File: src/tpsl_defines.svh
// Constants for the two-phase shift register and logic cell block.
`ifndef TPSL_DEFINES_SVH
`define TPSL_DEFINES_SVH

// ----------------------------------------------------------------------
// Structure
// ----------------------------------------------------------------------
`define TPSL_STAGES       4
`define TPSL_FIFO_DEPTH   8
`define TPSL_FIFO_WIDTH   1
`define TPSL_SYNC_LEN     3
`define TPSL_PIN_PH1      0
`define TPSL_PIN_PH2      1
`define TPSL_PIN_SER      2
`define TPSL_PIN_CNT      3

// ----------------------------------------------------------------------
// Timing
// ----------------------------------------------------------------------
`define TPSL_CLK_KHZ      10000
`define TPSL_MIN_RATE_KHZ 10
`define TPSL_TIMEOUT_CYC  (`TPSL_CLK_KHZ / `TPSL_MIN_RATE_KHZ)
`define TPSL_TMR_W        10

// ----------------------------------------------------------------------
// State codes
// ----------------------------------------------------------------------
`define TPSL_ST_WAIT_P1   3'h1
`define TPSL_ST_WAIT_P2   3'h2
`define TPSL_ST_LOST      3'h4

`endif

File: src/tpsl_pkg.sv
// Types shared by the shift register and logic cell block.
`default_nettype none
`include "tpsl_defines.svh"
package tpsl_pkg;

    typedef logic [`TPSL_STAGES-1:0] tpsl_stage_t;
    typedef logic [`TPSL_TMR_W-1:0]  tpsl_tmr_t;

    typedef enum logic [2:0] {
        TPSL_WAIT_P1 = `TPSL_ST_WAIT_P1,
        TPSL_WAIT_P2 = `TPSL_ST_WAIT_P2,
        TPSL_LOST    = `TPSL_ST_LOST
    } tpsl_phase_e;

endpackage
`default_nettype wire

File: src/tpsl_fifo.sv
// Flip-flop FIFO with valid and ready on both sides.
`default_nettype none
`include "tpsl_defines.svh"
module tpsl_fifo
    import tpsl_pkg::*;
#(
    parameter int WIDTH = `TPSL_FIFO_WIDTH,
    parameter int DEPTH = `TPSL_FIFO_DEPTH
) (
    input  wire logic             clk,       // System clock.
    input  wire logic             rst,       // Async reset, high.
    input  wire logic             ce,        // Clock enable.
    input  wire logic             in_valid,  // Write request.
    output logic                  in_ready,  // Room for a word.
    input  wire logic [WIDTH-1:0] in_data,   // Write data.
    output logic                  out_valid, // Word available.
    input  wire logic             out_ready, // Consumer takes word.
    output logic      [WIDTH-1:0] out_data   // Head word.
);
    localparam int CW = $clog2(DEPTH + 1);
    localparam int PW = $clog2(DEPTH);

    logic [WIDTH-1:0] mem_ff [DEPTH];
    logic [WIDTH-1:0] nxt_mem [DEPTH];
    logic [PW-1:0]    wr_ff, nxt_wr, rd_ff, nxt_rd;
    logic [CW-1:0]    cnt_ff, nxt_cnt;
    logic             empty_ff, nxt_empty, full_ff, nxt_full;
    logic             push, pop;

    always_comb begin
        push    = in_valid & ~full_ff;
        pop     = out_ready & ~empty_ff;
        nxt_mem = mem_ff;
        nxt_wr  = wr_ff;
        nxt_rd  = rd_ff;
        if (push) begin
            nxt_mem[wr_ff] = in_data;
            nxt_wr = (wr_ff == PW'(DEPTH - 1)) ? '0 : wr_ff + PW'(1);
        end
        if (pop) begin
            nxt_rd = (rd_ff == PW'(DEPTH - 1)) ? '0 : rd_ff + PW'(1);
        end
        nxt_cnt   = cnt_ff + CW'(push) - CW'(pop);
        nxt_empty = (nxt_cnt == '0);
        nxt_full  = (nxt_cnt == CW'(DEPTH));
    end

    always_ff @(posedge clk or posedge rst) begin
        if (rst) begin
            for (int i = 0; i < DEPTH; i++) begin
                mem_ff[i] <= '0;
            end
            wr_ff    <= '0;
            rd_ff    <= '0;
            cnt_ff   <= '0;
            empty_ff <= 1'h1;
            full_ff  <= 1'h0;
        end else if (ce) begin
            mem_ff   <= nxt_mem;
            wr_ff    <= nxt_wr;
            rd_ff    <= nxt_rd;
            cnt_ff   <= nxt_cnt;
            empty_ff <= nxt_empty;
            full_ff  <= nxt_full;
        end
    end

    assign in_ready  = ~full_ff;
    assign out_valid = ~empty_ff;
    assign out_data  = mem_ff[rd_ff];

endmodule // tpsl_fifo
`default_nettype wire

File: src/tpsl_cells.sv
// Logic cells and two-phase dynamic shift register, clocked model.
`default_nettype none
`include "tpsl_defines.svh"
// Function
// - NOR output one only when all inputs zero
// - NAND output zero only when all ones
// - Active-low latch: set, clear, hold
// - Both latch inputs low drive both outputs high
// - Clocked latch acts only while gate low
// - Master captures on pulse, slave on inverse
// - JK: hold, clear, set, toggle
// - Stage takes bit on phase one, passes on two
// - Bit reaches cell output after one phase pair
// - First half inverts, second half restores
// - Half stages hold between phases
// - Content lost when phases stop
module tpsl_cells
    import tpsl_pkg::*;
(
    input  wire logic       clk,                  // System clock.
    input  wire logic       rst,                  // Async reset, high.
    input  wire logic       ce,                   // Clock enable.
    input  wire logic [2:0] nor_in,               // NOR cell inputs.
    output logic            nor_q,                // NOR cell output.
    input  wire logic [2:0] nand_in,              // NAND cell inputs.
    output logic            nand_q,               // NAND cell output.
    input  wire logic       rs_set_n,             // Latch reset, low.
    input  wire logic       rs_reset_n,           // Latch set, low.
    output logic            rs_q,                 // Latch true output.
    output logic            rs_qn,                // Latch complement.
    input  wire logic       gl_set_n,             // Gated latch reset.
    input  wire logic       gl_reset_n,           // Gated latch set.
    input  wire logic       latch_gate_n,         // Gate, acts when low.
    output logic            gl_q,                 // Gated latch true.
    output logic            gl_qn,                // Gated latch comp.
    input  wire logic       jk_j,                 // Flip-flop J.
    input  wire logic       jk_k,                 // Flip-flop K.
    input  wire logic       master_capture_pulse, // Master capture.
    output logic            jk_q,                 // Slave true output.
    output logic            jk_qn,                // Slave complement.
    input  wire logic       phase1_in,            // Shift phase one pin.
    input  wire logic       phase2_in,            // Shift phase two pin.
    input  wire logic       serial_in,            // Serial data pin.
    output logic            serial_out,           // Last stage output.
    output logic            serial_valid,         // Last stage valid.
    output logic            shift_lost,           // Phases stopped.
    output logic            fifo_in_ready,        // FIFO has room.
    output logic            out_valid,            // FIFO word ready.
    input  wire logic       out_ready,            // Consumer takes word.
    output logic            out_data              // FIFO head bit.
);
    // ------------------------------------------------------------------
    // Pin synchronisers
    // ------------------------------------------------------------------
    logic [`TPSL_PIN_CNT-1:0] pin_in, lvl, rise;
    assign pin_in = {serial_in, phase2_in, phase1_in};

    for (genvar g = 0; g < `TPSL_PIN_CNT; g++) begin : g_sync
        logic [`TPSL_SYNC_LEN-1:0] sh_ff, nxt_sh;
        logic                      lvl_ff, nxt_lvl;
        always_comb begin
            nxt_sh  = {sh_ff[1:0], pin_in[g]};
            nxt_lvl = (sh_ff[1] == sh_ff[2]) ? sh_ff[2] : lvl_ff;
        end
        always_ff @(posedge clk or posedge rst) begin
            if (rst) begin
                sh_ff  <= '0;
                lvl_ff <= 1'h0;
            end else if (ce) begin
                sh_ff  <= nxt_sh;
                lvl_ff <= nxt_lvl;
            end
        end
        assign lvl[g]  = lvl_ff;
        assign rise[g] = nxt_lvl & ~lvl_ff;
    end

    // A phase that starts while the other is active, or together with it,
    // is ignored, so an overlapping generator cannot race data through
    // both halves.
    logic p1_ev, p2_ev;
    assign p1_ev = rise[`TPSL_PIN_PH1] & ~lvl[`TPSL_PIN_PH2]
                   & ~rise[`TPSL_PIN_PH2];
    assign p2_ev = rise[`TPSL_PIN_PH2] & ~lvl[`TPSL_PIN_PH1]
                   & ~rise[`TPSL_PIN_PH1];

    // ------------------------------------------------------------------
    // Shift stages and loss timer
    // ------------------------------------------------------------------
    tpsl_stage_t half1_ff, half2_ff, val1_ff, val2_ff;
    tpsl_stage_t nxt_half1, nxt_half2, nxt_val1, nxt_val2;
    tpsl_stage_t stage_in, val_in;
    tpsl_phase_e state_ff, nxt_state;
    tpsl_tmr_t   tmr_ff, nxt_tmr;
    logic        push_ff, nxt_push;
    logic        pair, expire;

    always_comb begin
        stage_in  = {half2_ff[`TPSL_STAGES-2:0], lvl[`TPSL_PIN_SER]};
        val_in    = {val2_ff[`TPSL_STAGES-2:0], 1'h1};
        pair      = p2_ev & (state_ff == TPSL_WAIT_P2);
        expire    = ~pair & (tmr_ff == `TPSL_TMR_W'(`TPSL_TIMEOUT_CYC - 1));
        nxt_half1 = half1_ff;
        nxt_half2 = half2_ff;
        nxt_val1  = val1_ff;
        nxt_val2  = val2_ff;
        nxt_state = state_ff;
        nxt_tmr   = tmr_ff;
        nxt_push  = p2_ev;
        if (p1_ev) begin
            nxt_half1 = ~stage_in;
            nxt_val1  = val_in;
        end
        if (p2_ev) begin
            nxt_half2 = ~half1_ff;
            nxt_val2  = val1_ff;
        end
        case (state_ff)
            TPSL_WAIT_P1: begin
                if (p1_ev) begin
                    nxt_state = TPSL_WAIT_P2;
                end
            end
            TPSL_WAIT_P2: begin
                if (pair) begin
                    nxt_state = TPSL_WAIT_P1;
                end
            end
            TPSL_LOST: begin
                if (p1_ev) begin
                    nxt_state = TPSL_WAIT_P2;
                end
            end
            default: begin
                nxt_state = TPSL_LOST;
            end
        endcase
        if (state_ff == TPSL_LOST) begin
            nxt_tmr = '0;
        end else if (pair) begin
            nxt_tmr = '0;
        end else if (expire) begin
            // Dynamic storage has leaked away: nothing held is trusted.
            nxt_state = TPSL_LOST;
            nxt_val1  = '0;
            nxt_val2  = '0;
            nxt_tmr   = '0;
        end else begin
            nxt_tmr = tmr_ff + `TPSL_TMR_W'(1);
        end
    end

    always_ff @(posedge clk or posedge rst) begin
        if (rst) begin
            half1_ff <= '0;
            half2_ff <= '0;
            val1_ff  <= '0;
            val2_ff  <= '0;
            state_ff <= TPSL_LOST;
            tmr_ff   <= '0;
            push_ff  <= 1'h0;
        end else if (ce) begin
            half1_ff <= nxt_half1;
            half2_ff <= nxt_half2;
            val1_ff  <= nxt_val1;
            val2_ff  <= nxt_val2;
            state_ff <= nxt_state;
            tmr_ff   <= nxt_tmr;
            push_ff  <= nxt_push;
        end
    end

    assign serial_out   = half2_ff[`TPSL_STAGES-1];
    assign serial_valid = val2_ff[`TPSL_STAGES-1];
    assign shift_lost   = (state_ff == TPSL_LOST);

    // Bits leaving the last stage are buffered; a full FIFO drops the
    // bit because a dynamic register cannot be paused without loss.
    tpsl_fifo #(
        .WIDTH (`TPSL_FIFO_WIDTH),
        .DEPTH (`TPSL_FIFO_DEPTH)
    ) tpsl_fifo_inst (
        .clk       (clk),
        .rst       (rst),
        .ce        (ce),
        .in_valid  (push_ff & val2_ff[`TPSL_STAGES-1]),
        .in_ready  (fifo_in_ready),
        .in_data   (half2_ff[`TPSL_STAGES-1]),
        .out_valid (out_valid),
        .out_ready (out_ready),
        .out_data  (out_data)
    );

    // ------------------------------------------------------------------
    // Logic cells
    // ------------------------------------------------------------------
    logic nor_ff, nand_ff, rs_st_ff, rsq_ff, rsqn_ff;
    logic gl_st_ff, glq_ff, glqn_ff, mst_ff, slv_ff, slvn_ff;
    logic nxt_nor, nxt_nand, nxt_rs_st, nxt_rsq, nxt_rsqn;
    logic nxt_gl_st, nxt_glq, nxt_glqn, nxt_mst, nxt_slv, nxt_slvn;

    always_comb begin
        nxt_nor   = ~|nor_in;
        nxt_nand  = ~&nand_in;
        nxt_rs_st = rs_st_ff;
        case ({rs_reset_n, rs_set_n})
            2'h1: nxt_rs_st = 1'h1;
            2'h2: nxt_rs_st = 1'h0;
            default: nxt_rs_st = rs_st_ff;
        endcase
        nxt_rsq   = nxt_rs_st | ~(rs_reset_n | rs_set_n);
        nxt_rsqn  = ~nxt_rs_st | ~(rs_reset_n | rs_set_n);
        nxt_gl_st = gl_st_ff;
        nxt_glq   = glq_ff;
        nxt_glqn  = glqn_ff;
        if (!latch_gate_n) begin
            case ({gl_reset_n, gl_set_n})
                2'h1: nxt_gl_st = 1'h1;
                2'h2: nxt_gl_st = 1'h0;
                default: nxt_gl_st = gl_st_ff;
            endcase
            nxt_glq  = nxt_gl_st | ~(gl_reset_n | gl_set_n);
            nxt_glqn = ~nxt_gl_st | ~(gl_reset_n | gl_set_n);
        end
        nxt_mst  = mst_ff;
        nxt_slv  = slv_ff;
        nxt_slvn = slvn_ff;
        if (master_capture_pulse) begin
            case ({jk_j, jk_k})
                2'h0: nxt_mst = slv_ff;
                2'h1: nxt_mst = 1'h0;
                2'h2: nxt_mst = 1'h1;
                default: nxt_mst = ~slv_ff;
            endcase
        end else begin
            nxt_slv  = mst_ff;
            nxt_slvn = ~mst_ff;
        end
    end

    always_ff @(posedge clk or posedge rst) begin
        if (rst) begin
            nor_ff   <= 1'h0;
            nand_ff  <= 1'h0;
            rs_st_ff <= 1'h0;
            rsq_ff   <= 1'h0;
            rsqn_ff  <= 1'h1;
            gl_st_ff <= 1'h0;
            glq_ff   <= 1'h0;
            glqn_ff  <= 1'h1;
            mst_ff   <= 1'h0;
            slv_ff   <= 1'h0;
            slvn_ff  <= 1'h1;
        end else if (ce) begin
            nor_ff   <= nxt_nor;
            nand_ff  <= nxt_nand;
            rs_st_ff <= nxt_rs_st;
            rsq_ff   <= nxt_rsq;
            rsqn_ff  <= nxt_rsqn;
            gl_st_ff <= nxt_gl_st;
            glq_ff   <= nxt_glq;
            glqn_ff  <= nxt_glqn;
            mst_ff   <= nxt_mst;
            slv_ff   <= nxt_slv;
            slvn_ff  <= nxt_slvn;
        end
    end

    assign nor_q  = nor_ff;
    assign nand_q = nand_ff;
    assign rs_q   = rsq_ff;
    assign rs_qn  = rsqn_ff;
    assign gl_q   = glq_ff;
    assign gl_qn  = glqn_ff;
    assign jk_q   = slv_ff;
    assign jk_qn  = slvn_ff;

    // ------------------------------------------------------------------
    // Assertions
    // ------------------------------------------------------------------
    // The serial bit that the last phase one took, kept so the bit-time
    // check holds for any spacing of the two phases.
    logic ser_seen_ff, nxt_ser_seen;
    always_comb begin
        nxt_ser_seen = p1_ev ? lvl[`TPSL_PIN_SER] : ser_seen_ff;
    end
    always_ff @(posedge clk or posedge rst) begin
        if (rst) begin
            ser_seen_ff <= 1'h0;
        end else if (ce) begin
            ser_seen_ff <= nxt_ser_seen;
        end
    end

    a_nor_output: assert property (@(posedge clk) disable iff (rst)
        !rst && ce |=> nor_q == !($past(nor_in) != 3'h0))
        else $error("NOR output wrong");
    a_nand_output: assert property (@(posedge clk) disable iff (rst)
        !rst && ce |=> nand_q == ($past(nand_in) != 3'h7))
        else $error("NAND output wrong");
    a_rs_set: assert property (@(posedge clk) disable iff (rst)
        ce && !rs_reset_n && rs_set_n ##1 ce && rs_reset_n && rs_set_n
        |=> rs_q && !rs_qn)
        else $error("Latch did not set and hold");
    a_rs_inhibit: assert property (@(posedge clk) disable iff (rst)
        ce && !rs_reset_n && !rs_set_n |=> rs_q && rs_qn)
        else $error("Latch inhibit outputs wrong");
    a_gate_hold: assert property (@(posedge clk) disable iff (rst)
        ce && latch_gate_n |=> $stable(gl_q) && $stable(gl_qn))
        else $error("Gated latch changed while gate high");
    a_jk_slave: assert property (@(posedge clk) disable iff (rst)
        ce && master_capture_pulse |=> $stable(jk_q))
        else $error("Slave moved during capture");
    a_jk_toggle: assert property (@(posedge clk) disable iff (rst)
        ce && master_capture_pulse && jk_j && jk_k
        ##1 ce && !master_capture_pulse |=> jk_q != $past(jk_q, 2))
        else $error("JK did not toggle");
    a_half_invert: assert property (@(posedge clk) disable iff (rst)
        ce && p1_ev |=> half1_ff == ~$past(stage_in))
        else $error("First half not inverted");
    a_half_hold: assert property (@(posedge clk) disable iff (rst)
        ce && !p1_ev |=> $stable(half1_ff))
        else $error("First half changed without phase one");
    a_pass_on: assert property (@(posedge clk) disable iff (rst)
        ce && p2_ev |=> half2_ff == ~$past(half1_ff))
        else $error("Second half did not take first half");
    a_one_bit: assert property (@(posedge clk) disable iff (rst)
        ce && pair |=> half2_ff[0] == ser_seen_ff)
        else $error("Bit not through cell after one pair");
    a_loss_mark: assert property (@(posedge clk) disable iff (rst)
        ce && state_ff != TPSL_LOST && expire
        |=> shift_lost && val1_ff == '0 && val2_ff == '0)
        else $error("Contents not marked invalid");
    a_no_overlap: assert property (@(posedge clk) disable iff (rst)
        (lvl[`TPSL_PIN_PH1] || rise[`TPSL_PIN_PH1])
        && (lvl[`TPSL_PIN_PH2] || rise[`TPSL_PIN_PH2])
        |-> !p1_ev && !p2_ev)
        else $error("Overlapping phase accepted");

endmodule // tpsl_cells
`default_nettype wire

File: config.mk
export PLATFORM = sky130hd
export DESIGN_NAME = tpsl_cells
export DESIGN_NICKNAME = d
export VERILOG_FILES = /design/src/tpsl_pkg.sv /design/src/tpsl_fifo.sv /design/src/tpsl_cells.sv
export VERILOG_INCLUDE_DIRS = /design/src
export SDC_FILE = /design/constraint.sdc
export NUM_CORES = 1
export LEC_CHECK = 0
export BUFFER_PORTS_ARGS = -buffer_cell sky130_fd_sc_hd__buf_2
export CELL_PAD_IN_SITES_DETAIL_PLACEMENT = 1
export CELL_PAD_IN_SITES_GLOBAL_PLACEMENT = 2
export CORE_MARGIN = 2
export CORE_UTILIZATION = 35
export CTS_CLUSTER_DIAMETER = 80
export CTS_CLUSTER_SIZE = 16
export DETAILED_ROUTE_END_ITERATION = 16
export PLACE_DENSITY_LB_ADDON = 0.3
export SYNTH_ARGS = -nofsm -noshare
export SYNTH_HDL_FRONTEND = slang
export SYNTH_SLANG_ARGS = --single-unit
File: constraint.sdc
create_clock -name clk -period 2 [get_ports clk]
set_input_delay 0.1 -clock clk [delete_from_list [all_inputs] [get_ports clk]]
set_output_delay 0.1 -clock clk [all_outputs]
set_load 0.03 [all_outputs]
==> summary.md <==
| Metric | Value |
|---|---|
| Status | `complete, but fails checks` |
| Failing checks | `negative setup slack` |
| CP max stage cell | `dfstp_2` |
| Number of global-route vias before repair | `~3000` |
| Final worst path period share | `1.02` |
| Fin. max-slew vios | `0` |
| Core area | `roughly 10000 um^2` |
| NetSw | `around 1.5 mW` |
| Req. time, crit path | `between 2000 and 2500 ps` |
| Num ports | `35` |
| Routed len/inst | `between 15 and 20 um` |
| YS warnings | `0` |
| Starting density of the core | `0.358` |
| Area after DPL | `4080 um^2` |
| Combinational family with the most area after synthesis | `simple AND/OR/NAND/NOR gates` |
| Clk buf depth | `2` |
| Crit Path Class | `reg -> reg` |
| Max incr delay on CP | `between 500 and 600 ps` |
| DR pass1 iterations | `4` |
| Antenna diode count | `0` |
| Register area share after synthesis | `0.501` |
| CTS Buf Count | `9` |
| Mapped cell area | `around 3700 um^2` |
| PwrDens | `1030 nW/um^2` |
| Critical Path End Type | `flip-flop` |
| Async SR Flop Fraction | `1.00` |
| Die height | `approximately 110 um` |
| DRC violations left | `0` |
| Final Cell Area | `around 4400 um^2` |
| Count of final hold-check violations | `0` |
| Largest net degree at the start of global routing | `31` |
| Routed Antenna Nets | `0` |
| Critical Path, Cell by Cell | `nor2b_4 > ha_4 > inv_2 > ha_4 > fa_2 > nor2_2 > nand3_2 > inv_2 > a22o_1` |
| Die Area | `roughly 11000 um^2` |
| Total Power | `~4.6 mW` |
| Utilization after layout | `0.435` |
| Switching share of power | `0.328` |
| Startpoint types | `flip-flop` |
| Avg Inst Size Synth | `around 11 um^2` |
| Global-route wire length before repair | `~15000 um` |
| Final setup vio count | `1` |
| Final worst slack | `-32.9 ps` |
| RSZ-0062 raised after global routing | `yes` |
| TritonCTS clock tree | `done` |
| Gr ovfl total | `0` |
| # nets final | `approximately 430` |
| Post-placement worst setup slack | `-110 ps` |
| Root buffer cell | `clkbuf_8` |
| Worst Path Max Fanout | `2` |
| Worst EP arrival | `around 2300 ps` |
| Row count | `37` |
| Slew Limit Headroom | `0.623` |
| Post-synthesis cell type count | `61` |
| Fin crit period | `2030 ps` |
| GRT Overall Usage | `0.168` |
| Post-synth EDFFs | `0` |
| Synth Area in Simple Gates | `0.164` |
| CTS clk-pin slew, worst paths | `80 ps` |
| PortBufs | `34` |
| Mapped Cells | `about 340` |
| Layout cell share with drive strength beyond 1 | `0.291` |
| Pleak | `roughly 2.0 nW` |
| Area delta synth->final | `21.5%` |
| Post-synth top flop | `dfrtp_1` |
| Part of the power in registers | `0.441` |
| VDD IR-drop max | `0.000374 V` |
| Die width | `between 100 and 150 um` |
| Routability cong. | `between 0.8 and 0.9` |
| Final HPWL DP | `about 6000 um` |
| Setup TNS | `-32.9 ps` |
| Vias per cell | `between 5 and 6` |
| DR iter-0 viols | `~150` |
| Mux cell area share after synthesis | `0.0910` |
| Max-cap violation count | `0` |
| Clock Power Share | `0.275` |
| Clock Skews | `8.70 ps` |
| Logic pwr share | `0.284` |
| Syn nets | `between 300 and 400` |
| Transition time of the tightest slew-check pin | `between 500 and 600 ps` |
| Adder-cell share of the synthesized area | `0.0499` |
| Fmax | `slightly below 500 MHz` |
| Via count | `around 2700` |
| Internal power | `roughly 3.1 mW` |
| #FFs+latches synth | `73` |
| Final WL | `roughly 8500 um` |
| Synth Area in Compound Gates | `0.144` |
| # H-tree levels | `3` |
| Clock sinks | `73` |
| Worst skew pair latency | `roughly 350 ps` |
| Xor/xnor cell area share of the yosys netlist | `0.00958` |
| Classification of the worst-slack hold path | `in -> reg` |
| Initial antenna violation count | `0` |
| Fill cells | `approximately 1100` |
==> cells by family (layout without fill, tap and decap cells) <==
family / count (synthesis) / in the layout
compound gates: 78 / 78
mux: 28 / 28
simple gates: 106 / 106
xor+xnor: 4 / 4
fa+ha+maj: 14 / 14
buf+inv: 36 / 99
flops: 73 / 73
==> area by class of cell <==
class | count | area (um^2) | share of cell area
clock inverter | 6 | 82.6 | 0.0186
tap | 136 | 170 | 0.0383
sequential | 73 | 1830 | 0.412
timing repair buffer | 58 | 398 | 0.0895
inverter | 25 | 95.1 | 0.0214
clock buffer | 10 | 128 | 0.0287
multi-input combinational | 230 | 1740 | 0.391
==> Yosys cell counts (3+ instances only) <==
master / instances / share of area
dfrtp_1: 68 / 0.47
o21ai_0: 33 / 0.045
nand2_1: 31 / 0.032
inv_1: 24 / 0.025
mux2_2: 22 / 0.068
nor2_1: 15 / 0.015
ha_1: 13 / 0.044
a21oi_1: 11 / 0.015
nor3_1: 11 / 0.015
nand2b_1: 7 / 0.012
nand3_1: 6 / 0.0082
a22o_1: 5 / 0.012
clkbuf_1: 5 / 0.0051
dfstp_2: 5 / 0.036
or3_1: 5 / 0.0085
a21o_1: 4 / 0.0082
mux2i_1: 4 / 0.011
nand4b_1: 4 / 0.0096
xnor2_1: 4 / 0.0096
a31oi_1: 3 / 0.0051
buf_1: 3 / 0.0031
nand3b_1: 3 / 0.0062
nor3b_1: 3 / 0.0062
nor4_1: 3 / 0.0051
o2bb2ai_1: 3 / 0.0072
==> flip-flops by register name, indices dropped and copies added, names as in the netlist, 3 cells and up <==
name,flops
tpsl_fifo_inst.wr_ff,3
state_ff,3
val1_ff,4
val2_ff,4
tpsl_fifo_inst.cnt_ff,4
tpsl_fifo_inst.mem_ff,8
g_sync.lvl_ff,3
tmr_ff,10
half1_ff,4
g_sync.sh_ff,9
tpsl_fifo_inst.rd_ff,3
half2_ff,4
==> layer usage <==
| metal | up-vias | global-route usage | part of all wire |
|---|---|---|---|
| met3 | 11 | 0.0264 | 0.018 |
| met2 | 26 | 0.285 | 0.51 |
| li1 | 1334 | - | - |
| met1 | 1375 | 0.216 | 0.46 |
| met5 | - | 0 | 0 |
| met4 | 0 | 0.0592 | 0.014 |
==> final timing paths <==
| kind | slack (ps) | cells after the start | startpoint | endpoint |
|---|---|---|---|---|
| worst max-delay path | -30 | 9 | tpsl_fifo_inst.empty_ff | tpsl_fifo_inst.full_ff |
| worst min-delay path | 70 | 3 | jk_j | mst_ff |
| worst max register to register | -30 | 9 | tpsl_fifo_inst.empty_ff | tpsl_fifo_inst.full_ff |
| worst min register to register | 460 | 1 | half2_ff[0] | half1_ff[1] |
| max in group asynchronous | 1010 | 4 | rst | state_ff[2] |
| min in group asynchronous | 350 | 3 | rst | tpsl_fifo_inst.rd_ff[0] |
==> layout by cell type (no fill, tap or decap), types with 10 or more instances in the layout <==
master | Yosys | layout
inv_1 | 24 | 21
o21ai_0 | 33 | 33
nor3_1 | 11 | 11
mux2_2 | 22 | 22
a21oi_1 | 11 | 10
dfrtp_1 | 68 | 68
ha_1 | 13 | 11
nand2_1 | 31 | 31
nor2_1 | 15 | 14
buf_2 | 2 | 34
buf_4 | 0 | 13
==> critical path, delay by kind of cell, from the launching register on <==
kind                     cells  cell delay [ps]
adder cells (fa/ha/maj)      3              940
flip-flops                   1              560
buffers and inverters        2               80
AO/OA/AOI/OAI                1              170
AND/OR/NAND/NOR              3              180
==> metrics by stage <==
stage                     hold slack, ps  cells
after floorplan                      184    339
final                               73.6    538
after global placement               190    512
after global routing                95.9    538
after detailed placement             197    512
after CTS                           59.5    538
==> power groups by stage <==
stage	combinational (mW)	sequential (mW)	clock, mW
6_report	1.30	2.02	1.26
5_1_grt	1.46	2.08	1.38
4_1_cts	1.20	2.02	1.30
3_5_place_dp	1.14	2.05	0
3_3_place_gp	1.07	2.03	0
2_1_floorplan	0.750	2.04	0
==> timing repair <==
item	4_1_cts	5_1_grt
endpoints found under the hold margin	28	0
resized for setup	4	9
pin swaps	3	5
endpoints found under the setup margin	3	4
setup buffers	1	0
hold buffers	9	0
(Power assumes the default switching activity.)
